[config.mk]
export PLATFORM = sky130hd
export DESIGN_NAME = ens_notify
export DESIGN_NICKNAME = d
export VERILOG_FILES = /design/src/include/ens_pkg.sv /design/src/design/ens_hist_mem.sv /design/src/design/ens_notify.sv
export VERILOG_INCLUDE_DIRS = /design/src /design/src/include
export SDC_FILE = /design/constraint.sdc
export NUM_CORES = 1
export LEC_CHECK = 0
export BUFFER_PORTS_ARGS = -buffer_cell sky130_fd_sc_hd__buf_2
export CORE_ASPECT_RATIO = 0.8
export CORE_MARGIN = 3
export CORE_UTILIZATION = 37
export DETAILED_ROUTE_END_ITERATION = 10
export PLACE_DENSITY = 0.54
export SLEW_MARGIN = 20
export SYNTH_ARGS = -nofsm -noshare
export SYNTH_HDL_FRONTEND = slang
export SYNTH_SLANG_ARGS = --single-unit
export TNS_END_PERCENT = 1
[constraint.sdc]
create_clock -name i_clk -period 18.9 [get_ports i_clk]
set_input_delay 1.89 -clock i_clk [delete_from_list [all_inputs] [get_ports i_clk]]
set_output_delay 1.89 -clock i_clk [all_outputs]
set_load 0.05 [all_outputs]
[src/include/ens_consts.svh]
// Constants for the event notification and multidrop block.
`ifndef ENS_CONSTS_SVH
`define ENS_CONSTS_SVH

// Register byte offsets on the AHB-Lite slave.
`define ENS_A_CTRL 8'h00
`define ENS_A_TIM 8'h04
`define ENS_A_MASK0 8'h08
`define ENS_A_MASK1 8'h0C
`define ENS_A_STAT 8'h10
`define ENS_A_CNT 8'h14
`define ENS_A_DEV 8'h18
`define ENS_A_CFGCLR 8'h1C
`define ENS_A_RDREQ 8'h20
`define ENS_A_ACK 8'h24
`define ENS_A_HIST0 8'h28
`define ENS_A_HIST1 8'h2C
`define ENS_A_HIST2 8'h30
`define ENS_A_HIST3 8'h34
`define ENS_A_ISTAT 8'h38
`define ENS_A_ICLR 8'h3C
`define ENS_A_IEN 8'h40

// Control register field positions.
`define ENS_CTRL_NOTE 0
`define ENS_CTRL_PUB 1
`define ENS_CTRL_LOOP 2
`define ENS_CTRL_ADDR 8

// Configuration-changed flag position in the device status word.
`define ENS_CFG_BIT 6

// Reset values of the settings.
`define ENS_RST_RTY 4'h2
`define ENS_RST_MUPD 4'h5
`define ENS_RST_DBN 4'h0
`define ENS_RST_LOOP 1'b1

// Timing: one step of the period table and the clock period.
`define ENS_STEP_MS 500
`define ENS_CLK_NS 25
`define ENS_TICK_CYC (`ENS_STEP_MS * 1000000 / `ENS_CLK_NS)

`endif

[src/include/ens_pkg.sv]
// Types and helper functions of the event notification block.
package ens_pkg;

	// Read walk states, one-hot.
	typedef enum logic [1:0] {
		ENS_RD_IDLE = 2'b01,
		ENS_RD_BUSY = 2'b10
	} ens_rd_t;

	// One history record: event number and a status snapshot.
	typedef struct packed {
		logic [7:0] num;
		logic [23:0] info;
	} ens_rec_t;

	// Captured AHB address phase.
	typedef struct packed {
		logic sel;
		logic wr;
		logic [7:0] addr;
	} ens_aph_t;

	// Whole state of the main module.
	typedef struct packed {
		ens_aph_t aph;
		logic [31:0] rdata;
		logic note;
		logic pub;
		logic loop;
		logic [5:0] paddr;
		logic [3:0] rty;
		logic [3:0] mupd;
		logic [3:0] dbn;
		logic [31:0] mask0;
		logic [15:0] mask1;
		logic cfgf;
		logic [15:0] cfgcnt;
		logic pend;
		logic [7:0] lastn;
		logic [24:0] tick;
		logic [12:0] since;
		logic [12:0] dbc;
		logic cond;
		ens_rd_t rdst;
		logic [2:0] rdc;
		logic [7:0] rdn;
		ens_rec_t [3:0] hist;
		logic [2:0] istat;
		logic [2:0] ien;
		logic notify;
	} ens_st_t;

	// Whole state of the history memory.
	typedef struct packed {
		ens_rec_t [3:0] m;
		ens_rec_t rd;
	} ens_mem_t;

	// Period code to half-second steps; code 0 and 15 fall back to one step.
	function automatic logic [12:0] ens_halfs(input logic [3:0] c);
		logic [12:0] r;
		r = 13'h0001;
		case (c)
			4'h2: r = 13'h0002;
			4'h3: r = 13'h0004;
			4'h4: r = 13'h0008;
			4'h5: r = 13'h0010;
			4'h6: r = 13'h0020;
			4'h7: r = 13'h0040;
			4'h8: r = 13'h0078;
			4'h9: r = 13'h0258;
			4'hA: r = 13'h04B0;
			4'hB: r = 13'h0708;
			4'hC: r = 13'h0E10;
			4'hD: r = 13'h1518;
			4'hE: r = 13'h1C20;
			default: r = 13'h0001;
		endcase
		return r;
	endfunction

	// Next event number; zero is skipped so it can mark an empty record.
	function automatic logic [7:0] ens_next_num(input logic [7:0] x);
		logic [7:0] r;
		r = x + 8'h01;
		if (r == 8'h00) begin
			r = 8'h01;
		end
		return r;
	endfunction

endpackage

[src/design/ens_hist_mem.sv]
// Four-entry event history memory with registered read data.
`timescale 1ns/1ps
`default_nettype none
module ens_hist_mem
	import ens_pkg::*;
(
	// Clock and reset.
	input wire logic i_clk,
	input wire logic i_sys_rst,
	// Write port.
	input wire logic i_we,
	input wire logic [1:0] i_waddr,
	input wire ens_rec_t i_wdata,
	// Read port, data one cycle after the address.
	input wire logic [1:0] i_raddr,
	output ens_rec_t o_rdata
);

	// Registered state and its next value.
	ens_mem_t s_q;
	ens_mem_t n;

	// Write the addressed entry and fetch the read entry.
	always_comb begin
		n = s_q;
		n.rd = s_q.m[i_raddr];
		if (i_we) begin
			n.m[i_waddr] = i_wdata;
		end
	end

	// Empty records read back as number zero.
	always_ff @(posedge i_clk or posedge i_sys_rst) begin
		if (i_sys_rst) begin
			s_q <= '0;
		end else begin
			s_q <= n;
		end
	end

	// Read data straight from the register.
	assign o_rdata = s_q.rd;

endmodule
`default_nettype wire

[src/design/ens_notify.sv]
// Event notification, event history and multidrop control with an AHB-Lite slave.
//
// Overview of operation
// - Mask selects which status bits raise events.
// - Setting change sets flag, bumps change counter.
// - Change counter event is never masked.
// - Pending event repeats at retry interval.
// - No pending event: update at max time.
// - Condition must persist debounce time first.
// - Monitoring only when notification control enabled.
// - Acknowledged event stops its retry notifications.
// - Read request zero returns latest event.
// - Acknowledge of latest number clears event status.
// - History read returns n down to n-3.
// - Multidrop only with polling address 1..63.
// - Loop mode off holds 4 mA, no burnout.
// - Loop mode on drives live 4-20 mA.
// - Keep four events; needs publish mode on.
// - Polling address zero leaves multidrop mode.
//
// The AHB-Lite slave port and the placing of the registers were decided locally.
`include "ens_consts.svh"
`timescale 1ns/1ps
`default_nettype none
module ens_notify
	import ens_pkg::*;
#(
	parameter int unsigned P_TICK_CYC = `ENS_TICK_CYC
) (
	// Clock and reset.
	input wire logic i_clk,
	input wire logic i_sys_rst,
	// AHB-Lite slave.
	input wire logic i_hsel,
	input wire logic [31:0] i_haddr,
	input wire logic [1:0] i_htrans,
	input wire logic i_hwrite,
	input wire logic [2:0] i_hsize,
	input wire logic [31:0] i_hwdata,
	input wire logic i_hready,
	output logic [31:0] o_hrdata,
	output logic o_hreadyout,
	output logic o_hresp,
	// Status words from the device logic, same clock.
	input wire logic [7:0] i_dev_stat,
	input wire logic [7:0] i_ext_stat,
	input wire logic [7:0] i_diag0,
	input wire logic [7:0] i_diag1,
	input wire logic [15:0] i_grp,
	input wire logic i_cfg_chg,
	// Notification, interrupt and loop outputs.
	output logic o_notify,
	output logic o_irq,
	output logic o_aout_fixed,
	output logic o_burnout_en,
	output logic o_multidrop,
	output logic [5:0] o_poll_addr
);

	// Registered state and its next value.
	ens_st_t s_q;
	ens_st_t n;
	// Address phase accepted this cycle.
	logic acc;
	// Write data phase in progress.
	logic dw;
	// A configuration register is being written.
	logic cfg_wr;
	// Any setting change this cycle.
	logic cfg_p;
	// Event monitoring enabled.
	logic en;
	// Masked status condition.
	logic raw;
	// A new event is recorded this cycle.
	logic newev;
	// Half-second tick.
	logic tick;
	// Device status with the flag, before and after this cycle.
	logic [7:0] devst;
	logic [7:0] devn;
	// History memory ports.
	logic [1:0] mra;
	ens_rec_t mwd;
	ens_rec_t mrd;
	// History slot being captured and its expected number.
	logic [1:0] hk;
	logic [7:0] hexp;

	// Read multiplexer over the register map.
	function automatic logic [31:0] ens_rmux(input ens_st_t t, input logic [7:0] a, input logic [7:0] dv);
		logic [31:0] r;
		r = 32'h0000_0000;
		case (a)
			`ENS_A_CTRL: begin
				r[`ENS_CTRL_NOTE] = t.note;
				r[`ENS_CTRL_PUB] = t.pub;
				r[`ENS_CTRL_LOOP] = t.loop;
				r[`ENS_CTRL_ADDR +: 6] = t.paddr;
			end
			`ENS_A_TIM: r[11:0] = {t.dbn, t.mupd, t.rty};
			`ENS_A_MASK0: r = t.mask0;
			`ENS_A_MASK1: r[15:0] = t.mask1;
			`ENS_A_STAT: r[15:0] = {t.lastn, 5'h00, t.rdst == ENS_RD_BUSY, t.paddr != 6'h00, t.pend};
			`ENS_A_CNT: r[15:0] = t.cfgcnt;
			`ENS_A_DEV: r[7:0] = dv;
			`ENS_A_HIST0: r = t.hist[0];
			`ENS_A_HIST1: r = t.hist[1];
			`ENS_A_HIST2: r = t.hist[2];
			`ENS_A_HIST3: r = t.hist[3];
			`ENS_A_ISTAT: r[2:0] = t.istat;
			`ENS_A_IEN: r[2:0] = t.ien;
			default: r = 32'h0000_0000;
		endcase
		return r;
	endfunction

	// All next-state logic in one pass; clears come before sets so a set wins.
	always_comb begin
		n = s_q;
		n.notify = 1'b0;
		acc = i_hsel & i_htrans[1] & i_hready & (i_hsize == 3'h2) & (i_haddr[31:8] == 24'h000000);
		n.aph = '{sel: acc, wr: i_hwrite, addr: i_haddr[7:0]};
		dw = s_q.aph.sel & s_q.aph.wr;
		en = s_q.note & s_q.pub;
		devst = i_dev_stat;
		devst[`ENS_CFG_BIT] = i_dev_stat[`ENS_CFG_BIT] | s_q.cfgf;
		cfg_wr = 1'b0;
		// Register writes in the data phase.
		if (dw) begin
			case (s_q.aph.addr)
				`ENS_A_CTRL: begin
					cfg_wr = 1'b1;
					n.note = i_hwdata[`ENS_CTRL_NOTE];
					n.pub = i_hwdata[`ENS_CTRL_PUB];
					n.loop = i_hwdata[`ENS_CTRL_LOOP];
					n.paddr = i_hwdata[`ENS_CTRL_ADDR +: 6];
				end
				`ENS_A_TIM: begin
					cfg_wr = 1'b1;
					n.rty = i_hwdata[3:0];
					n.mupd = i_hwdata[7:4];
					n.dbn = i_hwdata[11:8];
				end
				`ENS_A_MASK0: begin
					cfg_wr = 1'b1;
					n.mask0 = i_hwdata;
				end
				`ENS_A_MASK1: begin
					cfg_wr = 1'b1;
					n.mask1 = i_hwdata[15:0];
				end
				`ENS_A_CFGCLR: begin
					if (i_hwdata[`ENS_CFG_BIT]) begin
						n.cfgf = 1'b0;
					end
				end
				`ENS_A_RDREQ: begin
					if (s_q.rdst == ENS_RD_IDLE) begin
						n.rdn = (i_hwdata[7:0] == 8'h00) ? s_q.lastn : i_hwdata[7:0];
						n.rdc = 3'h0;
						n.rdst = ENS_RD_BUSY;
					end
				end
				`ENS_A_ACK: begin
					if (i_hwdata[7:0] == s_q.lastn) begin
						n.pend = 1'b0;
					end
				end
				`ENS_A_ICLR: n.istat = s_q.istat & ~i_hwdata[2:0];
				`ENS_A_IEN: n.ien = i_hwdata[2:0];
				default: n.ien = s_q.ien;
			endcase
		end
		cfg_p = cfg_wr | i_cfg_chg;
		if (cfg_p) begin
			n.cfgf = 1'b1;
			n.cfgcnt = s_q.cfgcnt + 16'h0001;
		end
		// Half-second time base.
		tick = (s_q.tick == 25'(P_TICK_CYC - 1));
		n.tick = tick ? 25'h0000000 : s_q.tick + 25'h0000001;
		raw = (|({devst, i_ext_stat, i_diag0, i_diag1} & s_q.mask0)) | (|(i_grp & s_q.mask1));
		newev = 1'b0;
		if (!en) begin
			n.dbc = 13'h0000;
			n.cond = 1'b0;
		end else if (raw == s_q.cond) begin
			n.dbc = 13'h0000;
		end else if (s_q.dbn == 4'h0 || s_q.dbc >= ens_halfs(s_q.dbn)) begin
			n.cond = raw;
			n.dbc = 13'h0000;
			newev = raw;
		end else if (tick) begin
			n.dbc = s_q.dbc + 13'h0001;
		end
		newev = newev | (cfg_p & en);
		// Time since the last notification, saturating.
		if (!en) begin
			n.since = 13'h0000;
		end else if (tick && s_q.since != 13'h1FFF) begin
			n.since = s_q.since + 13'h0001;
		end
		if (en && s_q.pend && s_q.since >= ens_halfs(s_q.rty)) begin
			n.notify = 1'b1;
			n.since = 13'h0000;
		end
		if (en && !s_q.pend && s_q.since >= ens_halfs(s_q.mupd)) begin
			n.notify = 1'b1;
			n.since = 13'h0000;
		end
		if (newev) begin
			n.lastn = ens_next_num(s_q.lastn);
			n.pend = 1'b1;
			n.notify = 1'b1;
			n.since = 13'h0000;
			n.istat[0] = 1'b1;
		end
		if (n.notify) begin
			n.istat[1] = 1'b1;
		end
		mwd = '{num: n.lastn, info: {devst, i_ext_stat, i_diag0}};
		mra = 2'h0;
		hk = 2'(s_q.rdc - 3'h1);
		hexp = s_q.rdn - {6'h00, hk};
		unique case (s_q.rdst)
			ENS_RD_IDLE: begin
				mra = 2'h0;
			end
			ENS_RD_BUSY: begin
				mra = 2'(s_q.rdn - {5'h00, s_q.rdc});
				if (s_q.rdc != 3'h0) begin
					n.hist[hk] = (mrd.num == hexp) ? mrd : '0;
				end
				if (s_q.rdc == 3'h4) begin
					n.rdst = ENS_RD_IDLE;
					n.istat[2] = 1'b1;
				end else begin
					n.rdc = s_q.rdc + 3'h1;
				end
			end
		endcase
		// Read data reflects writes of this same cycle.
		devn = i_dev_stat;
		devn[`ENS_CFG_BIT] = i_dev_stat[`ENS_CFG_BIT] | n.cfgf;
		n.rdata = (acc && !i_hwrite) ? ens_rmux(n, i_haddr[7:0], devn) : 32'h0000_0000;
	end

	ens_hist_mem u_hist (
		.i_clk(i_clk),
		.i_sys_rst(i_sys_rst),
		.i_we(newev),
		.i_waddr(n.lastn[1:0]),
		.i_wdata(mwd),
		.i_raddr(mra),
		.o_rdata(mrd)
	);

	// State register with reset values.
	always_ff @(posedge i_clk or posedge i_sys_rst) begin
		if (i_sys_rst) begin
			s_q <= '0;
			s_q.loop <= `ENS_RST_LOOP;
			s_q.rty <= `ENS_RST_RTY;
			s_q.mupd <= `ENS_RST_MUPD;
			s_q.dbn <= `ENS_RST_DBN;
			s_q.rdst <= ENS_RD_IDLE;
		end else begin
			s_q <= n;
		end
	end

	// Bus answers: no wait states, always OKAY.
	assign o_hrdata = s_q.rdata;
	assign o_hreadyout = 1'b1;
	assign o_hresp = 1'b0;
	assign o_notify = s_q.notify;
	assign o_irq = |(s_q.istat & s_q.ien);
	assign o_aout_fixed = ~s_q.loop;
	assign o_burnout_en = s_q.loop;
	assign o_multidrop = (s_q.paddr != 6'h00);
	assign o_poll_addr = s_q.paddr;
endmodule
`default_nettype wire

# ---- Yosys cells after proc, flatten, opt, wreduce, memory -nomap -nowiden
# Memory sizes are Yosys's and may differ from the RTL's.
# Index checks and enable logic that the tools add are counted.
dict set report word_totals {
  reg_bits 497
  rom_bits 624
  inputBits 123
  output_inout_bits 45
  wordCells 210
  mem_count 3
}
# name depth width read_ports rd_clocked_by_memory_dff wr line
set mem_list {}
lappend mem_list {{(name not given)} 16 13 1 0 0 ens_pkg.sv:63} ;# case (c)
lappend mem_list {{(name not given)} 16 13 1 0 0 ens_pkg.sv:63}
lappend mem_list {{(name not given)} 16 13 1 0 0 ens_pkg.sv:63}
dict set report op_classes {
  n_addsub 9
  order_cmp 8
  n_eq_ne 34
  n_mux 67
  n_bitwise 18
  n_reduce_logical 26
}
# operator count
set op_table {}
lappend op_table {{bitwise mux 128 bit} 2}
lappend op_table {{two-way mux 32 bit} 6}
lappend op_table {{two-way mux 13 bit} 13}
lappend op_table {{two-way mux 129 bit} 1}
lappend op_table {{demux 32 bit (select 2 bit)} 2}
lappend op_table {{two-way mux 128 bit} 1}
lappend op_table {{one-hot mux 16 bit (5 select lines)} 1}
lappend op_table {{two-way mux 70 bit} 1}
lappend op_table {{binary-select mux 32 bit (select 2 bit)} 1}
lappend op_table {{equality test 8 x 6 -> 1 bit (second input constant)} 8}
lappend op_table {{one-hot mux 5 bit (9 select lines)} 1}
lappend op_table {{one-hot mux 4 bit (10 select lines)} 1}
lappend op_table {{>= comparator 13 bit} 3}
lappend op_table {{one-hot mux 3 bit (13 select lines)} 1}
lappend op_table {{AND 32 bit} 1}
lappend op_table {{equality test 8 x 4 -> 1 bit (second input constant)} 4}
lappend op_table {{equality test 8 x 5 -> 1 bit (second input constant)} 4}
lappend op_table {{logical NOT 8 bit} 4}
lappend op_table {{OR reduction 32 bit} 1}
lappend op_table {{adder 13 x 1 -> 13 bit (second input constant)} 2}
lappend op_table {{adder 25 x 1 -> 25 bit (second input constant)} 1}
lappend op_table {{equality test 25 bit (second input constant)} 1}
lappend op_table {{two-way mux 25 bit} 1}
lappend op_table {{logical NOT 24 bit} 1}
lappend op_table {{other kinds (52)} 100}

# ---- Depth between registers and ports, before layout
dict set report depth {
  ltp_word 19
  mapped_depth 16
  mapped_depth_nobuf 14
}

# ---- Modules after synthesis
# From an unflattened synthesis, not the netlist that was laid out.
dict set report hier_totals {
  hier_cells 2227
  area_unflattened_um2 24338.3
}
# module n_inst cells_each area_per_inst_um2 seq_area_each_um2
set modules_own_cells {}
lappend modules_own_cells {ens_notify 1 1850 17788.3 8439.3}
lappend modules_own_cells {ens_hist_mem 1 377 6550.0 4003.8}

# ---- Worst setup path after synthesis
# OpenSTA, ideal clock, no wires.
dict set report synth_timing {
  kind {in2reg}
  start {input port i_diag0[0]}
  end {register u_hist.s_q[131] in the netlist's numbering}
  setup_ns 0.125
  arrival_time_ns 3.901
  required_ns 18.775
  setup_slack_ns 14.874
  cell_stages 10
  n_path_buf 2
  cell_sequence {a22o_1 -> a221oi_1 -> nand4_1 -> or4_1 -> o211a_2 -> o21ai_4 -> nor2b_1 -> buf_6 -> buf_6 -> mux2_4}
}
dict set report synth_via {
  elab_chain_cells 13
  elab_cells_between_ends 15
  cone_classes {2 x order compare; 1 x eq/ne; 7 x mux; 3 x bitwise; 2 x reduce/logical}
}
# element line
set synth_rtl {}
lappend synth_rtl {{start: declaration} ens_notify.sv:47} ;# input wire logic [7:0] i_diag0,
lappend synth_rtl {{AND 32 bit *} ens_notify.sv:183} ;# raw = (|({devst, i_ext_stat, i_diag0, i_diag1} & s_q.mask0)) | (|(i_grp & s_q.mask1));
lappend synth_rtl {{OR reduction 32 bit *} ens_notify.sv:183}
lappend synth_rtl {{OR 1 bit *} ens_notify.sv:183}
lappend synth_rtl {{two-way mux 1 bit / equality test 1 bit (equally long branches)} {ens_notify.sv:190, ens_notify.sv:188}}
lappend synth_rtl {{two-way mux 1 bit *} ens_notify.sv:188} ;# end else if (raw == s_q.cond) begin
lappend synth_rtl {{two-way mux 1 bit *} ens_notify.sv:185} ;# if (!en) begin
lappend synth_rtl {{OR 1 bit *} ens_notify.sv:197} ;# newev = newev | (cfg_p & en);
lappend synth_rtl {{two-way mux 9 bit} ens_notify.sv:212} ;# if (newev) begin
lappend synth_rtl {{< comparator 2 x 3 -> 1 bit (implied by the code) / >= comparator 2 x 1 -> 1 bit (equally long branches)} ens_hist_mem.sv:28} ;# n.m[i_waddr] = i_wdata;
lappend synth_rtl {{logical AND 1 bit (implied by the code)} ens_hist_mem.sv:28}
lappend synth_rtl {{two-way mux 32 bit (implied by the code)} ens_hist_mem.sv:28}
lappend synth_rtl {{demux 32 bit (select 2 bit)} --}
lappend synth_rtl {{bitwise mux 128 bit} ens_hist_mem.sv:28}
lappend synth_rtl {{end signal: assignment} ens_hist_mem.sv:37} ;# s_q <= n;
lappend synth_rtl {{end: declaration} ens_hist_mem.sv:20} ;# ens_mem_t s_q;
# Mark *: on every way between the ends. The rest lies on a longest branch, timed or not.
# A chain may end at the register's enable or synchronous reset.

# ---- Worst setup path in the final report
dict set report layout_timing {
  start {input port i_grp[11]}
  end {register u_hist.s_q[45] in the netlist's numbering}
}
dict set report layout_via {
  elab_chain_cells 13
  elab_cells_between_ends 15
  cone_classes {2 x order compare; 1 x eq/ne; 7 x mux; 3 x bitwise; 2 x reduce/logical}
}
# element line
set layout_rtl {}
lappend layout_rtl {{start: declaration} ens_notify.sv:49} ;# input wire logic [15:0] i_grp,
lappend layout_rtl {{AND 16 bit *} ens_notify.sv:183}
lappend layout_rtl {{OR reduction 16 bit *} ens_notify.sv:183}
lappend layout_rtl {{OR 1 bit *} ens_notify.sv:183}
lappend layout_rtl {{two-way mux 1 bit / equality test 1 bit (equally long branches)} {ens_notify.sv:190, ens_notify.sv:188}}
lappend layout_rtl {{two-way mux 1 bit *} ens_notify.sv:188}
lappend layout_rtl {{two-way mux 1 bit *} ens_notify.sv:185}
lappend layout_rtl {{OR 1 bit *} ens_notify.sv:197}
lappend layout_rtl {{two-way mux 9 bit} ens_notify.sv:212}
lappend layout_rtl {{< comparator 2 x 3 -> 1 bit (implied by the code) / >= comparator 2 x 1 -> 1 bit (equally long branches)} ens_hist_mem.sv:28}
lappend layout_rtl {{logical AND 1 bit (implied by the code)} ens_hist_mem.sv:28}
lappend layout_rtl {{two-way mux 32 bit (implied by the code)} ens_hist_mem.sv:28}
lappend layout_rtl {{demux 32 bit (select 2 bit)} --}
lappend layout_rtl {{bitwise mux 128 bit} ens_hist_mem.sv:28}
# Marked as above.

==> metrics <==
status finished clean; Die Ht between 200 and 250 µm; Slew HR around 25%; worst reg-to-reg setup slack between 10 and 15 ns; syn_nets roughly 2400; Iter 0 DRT Violations between 2000 and 2500; largest net degree at the start of global routing 192; # setup viols final 0; Top FF cell, synth dfrtp_1; most frequent cells in the layout dfrtp_1, nand2_1, buf_2, o21ai_0, nor2_1; Pwr per Cell Area 85.09 mW/mm²; Layout area overhead 13.86%; initial antenna violation count 4; CP endpoint u_hist.s_q[45]; post-route minimum period 4.610 ns; Worst setup startpoint i_grp[11]; Detailed Route WL around 79000 µm; antenna viol nets, final 0; post_cts resized 0; Clock Pin Slew Worst Setup and Hold Paths roughly 0.060 ns; post-synthesis cell type count slightly above 80; Setup crit start kind input pin; CTS Buffer Depth 3; endpoints failing hold 0; fin nets about 2500; H-Tree Depth 2; die area between 0.06 and 0.07 mm²; Post-CTS Repair Setup Buffers 0; TNS Setup 0 ns; I/O Buffers ~160; number of global-route vias before repair about 18000; row count 82; Ys Warns 0; RSZ-0062 raised after global routing false; Post-synth EDFFs 0; share of cells above drive strength 1 a little over a fifth; drt wl/cell 25.05 µm; critical path data arrival time ~5.1 ns; P_leak 12.17 nW; Synth Register Bits 497; Initial Utilization between 30% and 40%; global-route wire length before repair 117300 µm; vias per inst ~5.8; fill count about 6000; Sink Count just under 500; DRC viols 0; clk_lat worst skew 0.63 ns; Fin Clk Skew around 0.03 ns; reg-to-reg startpoint s_q[143]; routed via count 18260; IO Count between 150 and 200; Placer Congestion approximately 0.94; final hold slack 0.4607 ns; total CTS buffers 53; Hold Path Class reg2reg; register cell area after layout between 0.01 and 0.015 mm²; Congestion Overflow GR 0; Async SR Flop Fraction 100.0%; crit path capture type flip-flop; Max Cap Viol 0; cells after synthesis between 2000 and 2500; Hold Crit Start u_hist.s_q[88]; Worst-Margin Slew about 1.1 ns; period utilisation layout 24.39%; post-synthesis sequential area ratio between 50% and 60%; core area around 0.064 mm²; Multi-input gate area around 0.011 mm²; worst vdd ir approximately 0.000064 V; Highest Clock Rate approximately 220 MHz; Critical Path Fanout Max 32; DR pass1 iterations 5; Die X a little under 300 µm; Hold Path Stages 1; syn_area_per_cell ~11 µm²; DP Wirelength ~57000 µm; kind of critical path in2reg; Worst EP required between 15 and 20 ns; Total GRT Usage a little under a quarter; commonest non-fill, non-tap cell in the layout dfrtp_1; max-slew violation count 0; Worst R2R Path Depth 12; CTS tree yes; R2R Path End o_hrdata[24]; Cell Area, Synth 0.02407 mm²; CTS Hold Bufs 0; clock root cell clkbuf_16
-- cells by family (layout without fill, tap and decap cells) --
| kind of cell | count (synthesis) | after routing | synth area share [%] |
|---|---|---|---|
| multiplexers | 233 | 233 | 12.80 |
| AND/OR/NAND/NOR | 675 | 675 | 13.18 |
| other | 2 | 4 | 0.03120 |
| adder cells (fa/ha/maj) | 69 | 69 | 3.618 |
| flip-flops | 497 | 497 | 51.70 |
| buffers and inverters | 184 | 334 | 3.842 |
| AO/OA/AOI/OAI | 430 | 430 | 11.94 |
| XOR/XNOR | 79 | 79 | 2.875 |
-- Yosys cell counts (38+ instances only) --
cell type	n	share of area [%]
ha_1	68	3.5
mux2_2	115	5.4
dfrtp_1	492	51
a21oi_1	50	1.0
nor2_1	136	2.1
nand4_1	38	0.99
o21ai_0	156	3.2
a221oi_1	38	1.4
mux2_1	52	2.4
buf_4	40	1.2
xnor2_1	45	1.6
clkbuf_1	75	1.2
nand2_1	285	4.4
nand3_1	61	1.3
-- worst max-delay path, cell delays in order --
cell and delay [ns]:
buf_2 0.12, a22o_1 0.24, a221oi_1 0.32, nand4_1 0.21, or4_1 0.88, o211a_2 0.33, nor2_4 0.28, nor3_4 0.07
buf_4 0.30, mux2_1 0.40
-- metal layers --
metal / global-route usage, % / wire length [µm] / part of all wire (%)
met3: 4.687 / 6625 / 8.4
met2: 31.78 / 32980 / 42
met1: 35.77 / 37730 / 48
met5: 0 / 0 / 0
met4: 6.062 / 1853 / 2.3
-- flip-flops by register name, summed over array words and instances (netlist names) --
register	cells
o_notify	1
o_hrdata	32
s_q	297
u_hist.o_rdata	32
o_poll_addr	6
o_burnout_en	1
u_hist.s_q	128
-- layout make-up --
type / count / share of cell area (%)
sequential: 497 / 45.41
antenna: 2 / 0.01826
multi-input combinational: 1488 / 39.33
clock inverter: 22 / 1.132
clock buffer: 74 / 5.529
inverter: 37 / 0.5342
tap: 840 / 3.835
timing repair buffer: 201 / 4.214
-- worst min-delay path by stage --
stage / slack, ns / to
after floorplan: 0.43 / u_hist.s_q[88]
after global placement: 0.44 / u_hist.s_q[152]
after detailed placement: 0.45 / u_hist.s_q[88]
after CTS: 0.46 / s_q[224]
after global routing: 0.47 / u_hist.s_q[121]
final: 0.46 / u_hist.s_q[88]
-- per-stage QoR --
| step | cells | worst slack [ns] | cell area, µm² | total power, mW | utilization, % |
|---|---|---|---|---|---|
| floorplan | 2169 | 3.144 | 24070 | 1.191 | - |
| global placement | 3061 | 13.75 | 25500 | 1.252 | 40.16 |
| detailed placement | 3061 | 13.68 | 25500 | 1.255 | 40.16 |
| CTS | 3157 | 14.33 | 27330 | 2.352 | 43.03 |
| global route | 3159 | 14.21 | 27400 | 2.412 | 43.14 |
| finish | 3161 | 14.29 | 27400 | 2.332 | 43.15 |
-- power breakdown --
| group | switching [mW] | internal (mW) | total, mW |
|---|---|---|---|
| clock | 0.460 | 0.633 | 1.09 |
| combinational | 0.0804 | 0.0443 | 0.125 |
| sequential | 0.0290 | 1.09 | 1.11 |
| total | 0.569 | 1.76 | 2.33 |
Power figures use the tool's default switching activity.
